### config.mk
export PLATFORM = sky130hd
export DESIGN_NAME = tpo_top
export DESIGN_NICKNAME = d
export VERILOG_FILES = /design/src/verilog/tpo_pkg.sv /design/src/verilog/tpo_act_if.sv /design/src/verilog/tpo_activity.sv /design/src/verilog/tpo_sync.sv /design/src/verilog/tpo_top.sv
export SDC_FILE = /design/constraint.sdc
export NUM_CORES = 1
export LEC_CHECK = 0
export BUFFER_PORTS_ARGS = -buffer_cell sky130_fd_sc_hd__buf_2
export CAP_MARGIN = 20
export CORE_ASPECT_RATIO = 1.25
export CORE_MARGIN = 2
export CORE_UTILIZATION = 37
export DETAILED_ROUTE_END_ITERATION = 10
export PLACE_DENSITY = 0.53
export SKIP_CTS_REPAIR_TIMING = 1
export SYNTH_ARGS = -nofsm -noshare
export SYNTH_HDL_FRONTEND = slang
export SYNTH_SLANG_ARGS = --single-unit
### constraint.sdc
create_clock -name pclk -period 5.8 [get_ports pclk]
set_clock_uncertainty 0.15 [all_clocks]
set_input_delay 1.16 -clock pclk [delete_from_list [all_inputs] [get_ports pclk]]
set_output_delay 1.16 -clock pclk [all_outputs]
set_load 0.01 [all_outputs]
### src/verilog/tpo_pkg.sv
// Purpose: Shared constants, types and decode for the TMDS receiver pixel output block.
// Assumes: APB register window of 8 address bits, 32-bit data, pclk at 200 MHz.
// Notes: Behaviour
package tpo_pkg;
    localparam int unsigned ADDR_W = 8;
    localparam int unsigned DATA_W = 32;
    localparam int unsigned LANE_W = 8;
    localparam int unsigned PIX_W = 24;
    localparam int unsigned BLUE_LSB = 0;
    localparam int unsigned GREEN_LSB = 8;
    localparam int unsigned RED_LSB = 16;
    localparam int unsigned TIMEOUT_W = 16;
    localparam int unsigned LEN_W = 16;
    localparam int unsigned IRQ_W = 4;
    localparam int unsigned IRQ_UP_BIT = 0;
    localparam int unsigned IRQ_DOWN_BIT = 1;
    localparam int unsigned IRQ_LINE_BIT = 2;
    localparam int unsigned IRQ_FRAME_BIT = 3;
    localparam int unsigned STAT_W = 4;
    localparam logic [ADDR_W-1:0] REG_CTRL = 8'h00;
    localparam logic [ADDR_W-1:0] REG_STATUS = 8'h04;
    localparam logic [ADDR_W-1:0] REG_TIMEOUT = 8'h08;
    localparam logic [ADDR_W-1:0] REG_IRQ_STATUS = 8'h0c;
    localparam logic [ADDR_W-1:0] REG_IRQ_CLEAR = 8'h10;
    localparam logic [ADDR_W-1:0] REG_IRQ_ENABLE = 8'h14;
    localparam logic [ADDR_W-1:0] REG_LINE_LEN = 8'h18;
    localparam logic CTRL_ENABLE_RESET = 1'b1;
    localparam logic [TIMEOUT_W-1:0] TIMEOUT_RESET = 16'h1000;
    localparam logic [IRQ_W-1:0] IRQ_ENABLE_RESET = 4'h0;

    typedef enum logic [2:0] {
        R_CTRL = 3'b000,
        R_STATUS = 3'b001,
        R_TIMEOUT = 3'b010,
        R_IRQ_STATUS = 3'b011,
        R_IRQ_CLEAR = 3'b100,
        R_IRQ_ENABLE = 3'b101,
        R_LINE_LEN = 3'b110,
        R_NONE = 3'b111
    } tpo_reg_t;

    typedef enum logic {
        PH_EVEN = 1'b0,
        PH_ODD = 1'b1
    } tpo_phase_t;

    typedef struct packed {
        logic clk;
        logic de;
        logic [1:0] red_ctl;
        logic [1:0] green_ctl;
        logic [1:0] blue_ctl;
        logic [LANE_W-1:0] red;
        logic [LANE_W-1:0] green;
        logic [LANE_W-1:0] blue;
    } tpo_link_t;

    function automatic tpo_reg_t tpo_decode(input logic [ADDR_W-1:0] addr);
        tpo_reg_t r;
        unique case (addr)
            REG_CTRL: r = R_CTRL;
            REG_STATUS: r = R_STATUS;
            REG_TIMEOUT: r = R_TIMEOUT;
            REG_IRQ_STATUS: r = R_IRQ_STATUS;
            REG_IRQ_CLEAR: r = R_IRQ_CLEAR;
            REG_IRQ_ENABLE: r = R_IRQ_ENABLE;
            REG_LINE_LEN: r = R_LINE_LEN;
            default: r = R_NONE;
        endcase
        return r;
    endfunction
endpackage

### src/verilog/tpo_act_if.sv
// Purpose: Carrier between the pixel path and the link activity monitor.
// Assumes: All signals on pclk.
// Notes: Pulses are one pclk wide.
`timescale 1ns/1ps
interface tpo_act_if import tpo_pkg::*; ();
    logic pix_tick;
    logic de_toggle;
    logic enable;
    logic [TIMEOUT_W-1:0] timeout;
    logic active;
    modport mon (input pix_tick, input de_toggle, input enable, input timeout, output active);
    modport ctl (output pix_tick, output de_toggle, output enable, output timeout, input active);
endinterface

### src/verilog/tpo_activity.sv
// Purpose: Link activity monitor driven by display-active transitions.
// Assumes: Timeout counted in link pixels.
// Notes: Only display-active edges revive the flag, nothing else on the link does.
`timescale 1ns/1ps
module tpo_activity import tpo_pkg::*; (
    input wire logic pclk,
    input wire logic presetn,
    tpo_act_if.mon act
);
    logic [TIMEOUT_W-1:0] idle_count;
    logic [TIMEOUT_W-1:0] next_idle;

    assign next_idle = idle_count + 16'h0001;

    always_ff @(posedge pclk or negedge presetn) begin
        if (!presetn) begin
            idle_count <= '0;
            act.active <= 1'b0;
        end else if (!act.enable) begin
            idle_count <= '0;
            act.active <= 1'b0;
        end else if (act.de_toggle) begin
            idle_count <= '0;
            act.active <= 1'b1;
        end else if (act.pix_tick && act.active) begin
            if (next_idle >= act.timeout) begin
                idle_count <= '0;
                act.active <= 1'b0;
            end else begin
                idle_count <= next_idle;
            end
        end
    end
endmodule

### src/verilog/tpo_sync.sv
// Purpose: Two-stage synchroniser for inputs from outside the pclk domain.
// Assumes: Multi-bit words are only used once stable for several pclk cycles.
// Notes: First stage feeds only the second stage.
`timescale 1ns/1ps
module tpo_sync #(
    parameter int unsigned W = 1
) (
    input wire logic pclk,
    input wire logic presetn,
    input wire logic [W-1:0] d,
    output logic [W-1:0] q
);
    logic [W-1:0] meta;

    always_ff @(posedge pclk or negedge presetn) begin
        if (!presetn) begin
            meta <= '0;
            q <= '0;
        end else begin
            meta <= d;
            q <= meta;
        end
    end
endmodule

### src/verilog/tpo_top.sv
// Purpose: Pixel output stage of a TMDS receiver with APB control and interrupt.
// Assumes: Lanes arrive already decoded, on the recovered link clock, far slower than pclk.
// Notes: Outputs are retimed onto pclk; output_pixel_clock is made from detected link edges.
//
// Register access over APB and the register offsets were chosen for this implementation.
`timescale 1ns/1ps
module tpo_top import tpo_pkg::*; (
    input wire logic pclk,
    input wire logic presetn,
    input wire logic [ADDR_W-1:0] paddr,
    input wire logic psel,
    input wire logic penable,
    input wire logic pwrite,
    input wire logic [DATA_W-1:0] pwdata,
    output logic [DATA_W-1:0] prdata,
    output logic pready,
    output logic pslverr,
    output logic irq,
    input wire logic link_clock_pair,
    input wire logic [LANE_W-1:0] blue_lane_pair,
    input wire logic [1:0] blue_lane_ctl,
    input wire logic [LANE_W-1:0] green_lane_pair,
    input wire logic [1:0] green_lane_ctl,
    input wire logic [LANE_W-1:0] red_lane_pair,
    input wire logic [1:0] red_lane_ctl,
    input wire logic lane_display_active,
    input wire logic output_driver_powerdown_n,
    input wire logic pixel_pair_select,
    input wire logic stagger_select_n,
    output logic [PIX_W-1:0] even_pixel_bus,
    output logic [PIX_W-1:0] odd_pixel_bus,
    output logic output_pixel_clock,
    output logic display_active,
    output logic hsync,
    output logic vsync,
    output logic aux_control_one,
    output logic aux_control_two,
    output logic link_active_flag,
    output logic output_oe_n
);
    tpo_link_t link_raw;
    tpo_link_t link_s;
    logic [2:0] pins_s;
    logic pd_n_s;
    logic pair_mode;
    logic stagger_select_n_n_s;
    logic clk_d;
    logic link_rise;
    logic link_fall;
    logic pix_tick;
    logic enable;
    logic [TIMEOUT_W-1:0] timeout;
    logic [IRQ_W-1:0] irq_status;
    logic [IRQ_W-1:0] irq_enable;
    logic [IRQ_W-1:0] irq_clear;
    logic [IRQ_W-1:0] irq_event;
    logic de_cap;
    logic vsync_cap;
    logic active_d;
    tpo_phase_t last_phase;
    tpo_phase_t cur_phase;
    logic de_rise;
    logic [PIX_W-1:0] pixel_now;
    logic [PIX_W-1:0] even_hold;
    logic even_de_hold;
    logic [PIX_W-1:0] odd_pend;
    logic odd_due;
    logic stagger_on;
    logic [LEN_W-1:0] len_count;
    logic [LEN_W-1:0] line_len;
    logic apb_access;
    logic apb_done;
    tpo_reg_t rsel;

    tpo_act_if act ();

    // The recovered link clock is sampled like any other pin; data words are read mid-pixel
    assign link_raw.clk = link_clock_pair;
    assign link_raw.de = lane_display_active;
    assign link_raw.red_ctl = red_lane_ctl;
    assign link_raw.green_ctl = green_lane_ctl;
    assign link_raw.blue_ctl = blue_lane_ctl;
    assign link_raw.red = red_lane_pair;
    assign link_raw.green = green_lane_pair;
    assign link_raw.blue = blue_lane_pair;

    tpo_sync #(
        .W($bits(tpo_link_t))
    ) u_link_sync (
        .pclk(pclk),
        .presetn(presetn),
        .d(link_raw),
        .q(link_s)
    );

    tpo_sync #(
        .W(3)
    ) u_pin_sync (
        .pclk(pclk),
        .presetn(presetn),
        .d({~output_driver_powerdown_n, pixel_pair_select, stagger_select_n}),
        .q(pins_s)
    );

    // Crosses in its asserted sense, so the synchroniser reset keeps drivers on
    assign pd_n_s = ~pins_s[2];
    assign pair_mode = pins_s[1];
    assign stagger_select_n_n_s = pins_s[0];
    assign stagger_on = pair_mode & ~stagger_select_n_n_s;

    always_ff @(posedge pclk or negedge presetn) begin
        if (!presetn) begin
            clk_d <= 1'b0;
        end else begin
            clk_d <= link_s.clk;
        end
    end

    assign link_rise = link_s.clk & ~clk_d;
    assign link_fall = ~link_s.clk & clk_d;
    // Falling edge is mid-pixel, so the synchronised word has long settled there
    assign pix_tick = link_fall & enable;

    // Lanes: pixel bytes in active display, controls in blanking
    assign pixel_now = {link_s.red, link_s.green, link_s.blue};
    assign de_rise = link_s.de & ~de_cap;
    // First pixel of each active line is the even one
    assign cur_phase = de_rise ? PH_EVEN : ((last_phase == PH_EVEN) ? PH_ODD : PH_EVEN);

    always_ff @(posedge pclk or negedge presetn) begin
        if (!presetn) begin
            de_cap <= 1'b0;
            last_phase <= PH_ODD;
            even_hold <= '0;
            even_de_hold <= 1'b0;
        end else if (pix_tick) begin
            de_cap <= link_s.de;
            last_phase <= cur_phase;
            if (cur_phase == PH_EVEN) begin
                even_hold <= link_s.de ? pixel_now : '0;
                even_de_hold <= link_s.de;
            end
        end
    end

    // Pixel buses; every change lands on the falling edge of output_pixel_clock, save the staggered odd bus, which moves on the next link rise
    always_ff @(posedge pclk or negedge presetn) begin
        if (!presetn) begin
            even_pixel_bus <= '0;
            display_active <= 1'b0;
        end else if (!enable) begin
            even_pixel_bus <= '0;
            display_active <= 1'b0;
        end else if (pix_tick) begin
            if (!pair_mode) begin
                even_pixel_bus <= link_s.de ? pixel_now : '0;
                display_active <= link_s.de;
            end else if (cur_phase == PH_ODD) begin
                even_pixel_bus <= even_hold;
                display_active <= even_de_hold;
            end
        end
    end

    always_ff @(posedge pclk or negedge presetn) begin
        if (!presetn) begin
            odd_pixel_bus <= '0;
            odd_pend <= '0;
            odd_due <= 1'b0;
        end else if (!enable || !pair_mode) begin
            odd_pixel_bus <= '0;
            odd_pend <= '0;
            odd_due <= 1'b0;
        end else if (pix_tick && cur_phase == PH_ODD) begin
            if (stagger_on) begin
                // Staggered: odd bus follows half a link pixel later to spread the switching current
                odd_pend <= link_s.de ? pixel_now : '0;
                odd_due <= 1'b1;
            end else begin
                odd_pixel_bus <= link_s.de ? pixel_now : '0;
                odd_due <= 1'b0;
            end
        end else if (odd_due && link_rise) begin
            odd_pixel_bus <= odd_pend;
            odd_due <= 1'b0;
        end
    end

    // Sync and control bits are taken only while the link is blanking
    always_ff @(posedge pclk or negedge presetn) begin
        if (!presetn) begin
            hsync <= 1'b0;
            vsync <= 1'b0;
            aux_control_one <= 1'b0;
            aux_control_two <= 1'b0;
        end else if (!enable) begin
            hsync <= 1'b0;
            vsync <= 1'b0;
            aux_control_one <= 1'b0;
            aux_control_two <= 1'b0;
        end else if (pix_tick && !link_s.de && (!pair_mode || cur_phase == PH_ODD)) begin
            hsync <= link_s.blue_ctl[0];
            vsync <= link_s.blue_ctl[1];
            aux_control_one <= link_s.green_ctl[0];
            aux_control_two <= link_s.red_ctl[0];
        end
    end

    // One link pixel per output period, or two in pair mode
    always_ff @(posedge pclk or negedge presetn) begin
        if (!presetn) begin
            output_pixel_clock <= 1'b0;
        end else if (!enable) begin
            output_pixel_clock <= 1'b0;
        end else if (!pair_mode) begin
            if (pix_tick) begin
                output_pixel_clock <= 1'b0;
            end else if (link_rise) begin
                output_pixel_clock <= 1'b1;
            end
        end else if (pix_tick) begin
            output_pixel_clock <= (cur_phase == PH_EVEN);
        end
    end

    // Driver enable; link_active_flag and aux_control_one are never floated
    always_ff @(posedge pclk or negedge presetn) begin
        if (!presetn) begin
            output_oe_n <= 1'b0;
        end else begin
            output_oe_n <= ~pd_n_s;
        end
    end

    assign act.pix_tick = pix_tick;
    assign act.de_toggle = pix_tick & (link_s.de != de_cap);
    assign act.enable = enable;
    assign act.timeout = timeout;
    assign link_active_flag = act.active;

    tpo_activity u_activity (
        .pclk(pclk),
        .presetn(presetn),
        .act(act)
    );

    // Length of the last active line in link pixels
    always_ff @(posedge pclk or negedge presetn) begin
        if (!presetn) begin
            len_count <= '0;
            line_len <= '0;
        end else if (pix_tick) begin
            if (link_s.de) begin
                len_count <= de_rise ? 16'h0001 : len_count + 16'h0001;
            end else if (de_cap) begin
                line_len <= len_count;
            end
        end
    end

    // Interrupt events; a set in the clearing cycle wins
    always_ff @(posedge pclk or negedge presetn) begin
        if (!presetn) begin
            active_d <= 1'b0;
            vsync_cap <= 1'b0;
        end else begin
            active_d <= act.active;
            if (pix_tick && !link_s.de) begin
                vsync_cap <= link_s.blue_ctl[1];
            end
        end
    end

    always_comb begin
        irq_event = '0;
        irq_event[IRQ_UP_BIT] = act.active & ~active_d;
        irq_event[IRQ_DOWN_BIT] = ~act.active & active_d;
        irq_event[IRQ_LINE_BIT] = pix_tick & de_rise;
        irq_event[IRQ_FRAME_BIT] = pix_tick & ~link_s.de & link_s.blue_ctl[1] & ~vsync_cap;
    end

    assign irq_clear = (apb_done && pwrite && rsel == R_IRQ_CLEAR) ? pwdata[IRQ_W-1:0] : '0;

    always_ff @(posedge pclk or negedge presetn) begin
        if (!presetn) begin
            irq_status <= '0;
            irq <= 1'b0;
        end else begin
            irq_status <= (irq_status & ~irq_clear) | irq_event;
            irq <= |(irq_status & irq_enable);
        end
    end

    // APB slave with one wait state
    assign apb_access = psel & penable;
    assign apb_done = apb_access & pready;
    assign rsel = tpo_decode(paddr);

    always_ff @(posedge pclk or negedge presetn) begin
        if (!presetn) begin
            pready <= 1'b0;
            pslverr <= 1'b0;
            prdata <= '0;
        end else begin
            pready <= apb_access & ~pready;
            if (apb_access && !pready) begin
                pslverr <= (rsel == R_NONE);
                prdata <= '0;
                if (!pwrite) begin
                    unique case (rsel)
                        R_CTRL: prdata <= {31'h0, enable};
                        R_STATUS: prdata <= {28'h0, ~pd_n_s, stagger_on, pair_mode, act.active};
                        R_TIMEOUT: prdata <= {16'h0, timeout};
                        R_IRQ_STATUS: prdata <= {28'h0, irq_status};
                        R_IRQ_CLEAR: prdata <= '0;
                        R_IRQ_ENABLE: prdata <= {28'h0, irq_enable};
                        R_LINE_LEN: prdata <= {16'h0, line_len};
                        R_NONE: prdata <= '0;
                    endcase
                end
            end else if (!apb_access) begin
                pslverr <= 1'b0;
            end
        end
    end

    always_ff @(posedge pclk or negedge presetn) begin
        if (!presetn) begin
            enable <= CTRL_ENABLE_RESET;
            timeout <= TIMEOUT_RESET;
            irq_enable <= IRQ_ENABLE_RESET;
        end else if (apb_done && pwrite) begin
            if (rsel == R_CTRL) begin
                enable <= pwdata[0];
            end
            if (rsel == R_TIMEOUT) begin
                timeout <= pwdata[TIMEOUT_W-1:0];
            end
            if (rsel == R_IRQ_ENABLE) begin
                irq_enable <= pwdata[IRQ_W-1:0];
            end
        end
    end
endmodule
==> results.yml <==
outcome:
  outcome: "finished clean"
clock_tree:
  cts-root-buf: "clkbuf_16"
  htree_num_levels: 1
  clock_latency_ns: 0.55
  clk_pin_slew_worst_paths_ns: 0.06
  cts_buffers: 29
  cts_sinks: 269
  cts_tree: "built"
  clock_path_buffers: 3
yosys:
  synth-edff-count: 0
  ys.flop_type: "dfrtp_1"
  synth_top_area_cell: "dfrtp_1"
  syn_inst: 1064
  synth_area_leaders: "dfrtp_1 58%, nand2_1 6.3%, o21ai_0 5.2%"
  avgSynthCellArea_um2: 10.7
  syn-cell-area_um2: 11400
  yosysSeqAreaShare_pct: 59.0
  ys_types: 67
  ys_seq_elements: 269
  async_flop_share_pct: 100
  synth_warnings: 0
  yosys.area.top_type_share_pct: 58.3
routing:
  wl_met2_mm: 12.3
  via_per_inst: 4.98
  wl_per_cell_um: 16.4
  antenna_left: 0
  top_layer_used: "met4"
  drtPass1Iterations: 5
  drc: 0
  vias: 7984
  first_iter_violations: 478
  dr_wl_met3_mm: 1.32
  met1Wirelength_mm: 12.1
  detail_route.wirelength_mm: 26.2
global_route:
  grt-ovfl-total: 0
  grt.total_usage_pct: 16.4
  grt_pass1_wl_mm: 43.1
  grt_max_degree: 117
  antenna_found_initial: 0
  grt_pass1_vias: 7862
placed_design:
  dp_hpwl_mm: 17.6
  port-buffer-count: 136
  gp_congestion: 0.752
setup_path:
  path_delay_family: "simple AND/OR/NAND/NOR gates"
  r2r_start: "u_activity.idle_count[0]$_DFFE_PN0P_"
  critPathSlowestCell: "nor2_2"
  critPathLaunch: "u_activity.idle_count[0]$_DFFE_PN0P_"
  cp-start-kind: "flip-flop"
  path_max_fanout: 14
  path_cells: "ha_1 -> and3_1 -> nand3_1 -> nor2_1 -> nand3_1 -> xnor2_1 -> ha_1 -> nand2_1 -> nor2_1 -> a2111oi_1 -> nand3_1 -> nor2_2 -> a221o_1"
  crit_arrival_ns: 4.68
  crit_type: "flip-flop to flip-flop"
  cpMostUsedCell: "nand3_1"
  cp-end-kind: "flip-flop"
  critPathBufInv: 0
  cp.required_ns: 6.14
  critical_path.max_stage_delay_ns: 0.66
worst_hold_path:
  min_from: "u_link_sync.meta[9]$_DFF_PN0_"
  hold_path_class: "flip-flop to flip-flop"
pwr:
  power.density_nw_per_um2: 302
  p_clk_share_pct: 49.8
  switching_share_pct: 21.2
  power.leakage_nw: 6.28
  seq_power_share_pct: 47.2
  power.switching_mw: 0.862
  pwr-share-comb_pct: 3.0
  internal-power_mw: 3.20
  vdd_drop_max_v: 0.000204
sta:
  max_freq_mhz: 231
  fin_tns_setup_ns: 0
  relSlewSlack_pct: 29.6
  worstMarginPinSlew_ns: 1.05
  rsz0062_at_grt: "no"
  slew_viol_final: 0
  fin_crit_sh_pct: 74.8
  hold_violations: 0
  setup_viol: 0
  fin_crit_ns: 4.34
cells_and_area:
  post-route-util_pct: 44.6
  syn_to_final_growth_pct: 18.0
  n_fill_cell: 2941
  layout-drive-gt1-share_pct: 23.0
  multiInputGateArea_um2: 4260
  diodes: 0
  final_cell_mix: "264 x dfrtp_1, 191 x nand2_1, 135 x buf_2, 118 x o21ai_0, 61 x nand3_1"
  final_common_cell: "dfrtp_1"
  seq_area_um2: 6740
  nets: 1279
die:
  num_io_pins: 171
  core_area_um2: 30200
  start_util_pct: 37.8
  die_w_um: 161
  fp.dieH_um: 200
  die_area_um2: 32300
  rows: 71
run:
  maxCapViolCount: 0
## cell type report
class                      instances  area share [%]
clock inverter                    14            1.72
inverter                          24           0.669
clock buffer                      38            6.16
timing repair buffer             147            6.04
multi-input combinational        709            31.6
tap                              401            3.73
sequential                       269            50.0
## cells by family after synthesis
kind of cell / after synthesis / synth area share [%]
xor+xnor: 24 / 1.84
mux: 63 / 6.54
fa+ha+maj: 19 / 2.08
simple gates: 356 / 14.1
buf+inv: 101 / 4.38
other cells: 1 / 0.0329
flops: 269 / 59.0
compound gates: 231 / 12.0
## worst reg2reg max path: stages, from the launching register on
cell and delay, ns:
dfrtp_1 0.43, ha_1 0.26, and3_1 0.21, nand3_1 0.24, nor2_1 0.33, nand3_1 0.14, xnor2_1 0.24, ha_1 0.29
nand2_1 0.07, nor2_1 0.04, a2111oi_1 0.47, nand3_1 0.50, nor2_2 0.66, a221o_1 0.25
## stage by stage
step	hold slack (ns)	instances	power (mW)	instance area, µm²	setup WS, ns
final	0.191	1602	4.07	13500	1.46
after detailed placement	0.185	1548	2.08	12400	1.43
after global routing	0.202	1602	4.23	13500	0.922
after global placement	0.182	1548	2.08	12400	1.55
after CTS	0.193	1600	4.13	13400	1.43
after floorplan	0.181	1079	2.00	11500	2.53
## power by group through the flow
stage          registers (mW)  clock network (mW)  logic, mW
2_1_floorplan            1.95                   0     0.0543
3_3_place_gp             1.95                   0      0.125
3_5_place_dp             1.95                   0      0.125
4_1_cts                  1.92                2.09      0.125
5_1_grt                  1.92                2.17      0.139
6_report                 1.92                2.03      0.121
## metal layers
layer	GRT usage, %	vias to the layer above
met3	2.96	33
met5	0	-
met2	26.6	177
li1	-	3887
met4	4.53	0
met1	22.6	3887
## worst paths after layout
kind	end	slack, ns	cells past startpoint
max	u_activity.idle_count[11]$_DFFE_PN0P_	1.46	13
max in group asynchronous	odd_pend[4]$_DFFE_PN0P_	3.75	2
min reg2reg	u_link_sync.q[9]$_DFF_PN0_	0.19	0
min in group asynchronous	aux_control_two$_DFFE_PN0P_	0.48	1
min	u_link_sync.q[9]$_DFF_PN0_	0.19	0
max reg2reg	u_activity.idle_count[11]$_DFFE_PN0P_	1.46	13
## synthesized netlist by cell type, types with 2 or more instances
master / instances
xnor2_1: 12
a22oi_1: 21
and3_1: 11
nand3_1: 61
buf_1: 5
a21o_1: 2
nand3b_1: 2
buf_6: 4
nor4_1: 4
ha_1: 19
a221o_1: 5
mux2_4: 10
o21ai_1: 5
a21boi_0: 2
buf_4: 17
mux2_2: 52
nor4b_1: 2
nand4_1: 8
or3_1: 5
buf_2: 12
a21oi_1: 44
clkbuf_1: 38
a221oi_1: 2
a22o_1: 11
nor3_1: 8
nand2b_1: 2
dfstp_2: 3
inv_1: 24
o22a_1: 2
nor2_1: 39
xor2_1: 12
nand2_1: 191
nor2b_1: 6
o31ai_1: 4
and2_1: 5
o21ai_0: 118
dfrtp_1: 266
## flip-flops by register name, indices dropped and copies added, names as in the netlist, 3 cells and up
register               count
act.timeout               16
even_hold                 24
even_pixel_bus            24
irq_enable                 4
irq_status                 4
len_count                 16
line_len                  16
odd_pend                  24
odd_pixel_bus             24
prdata                    16
u_activity.idle_count     16
u_link_sync.meta          30
u_link_sync.q             30
u_pin_sync.meta            3
u_pin_sync.q               3
Note: power is estimated with default switching activity, not from simulation.
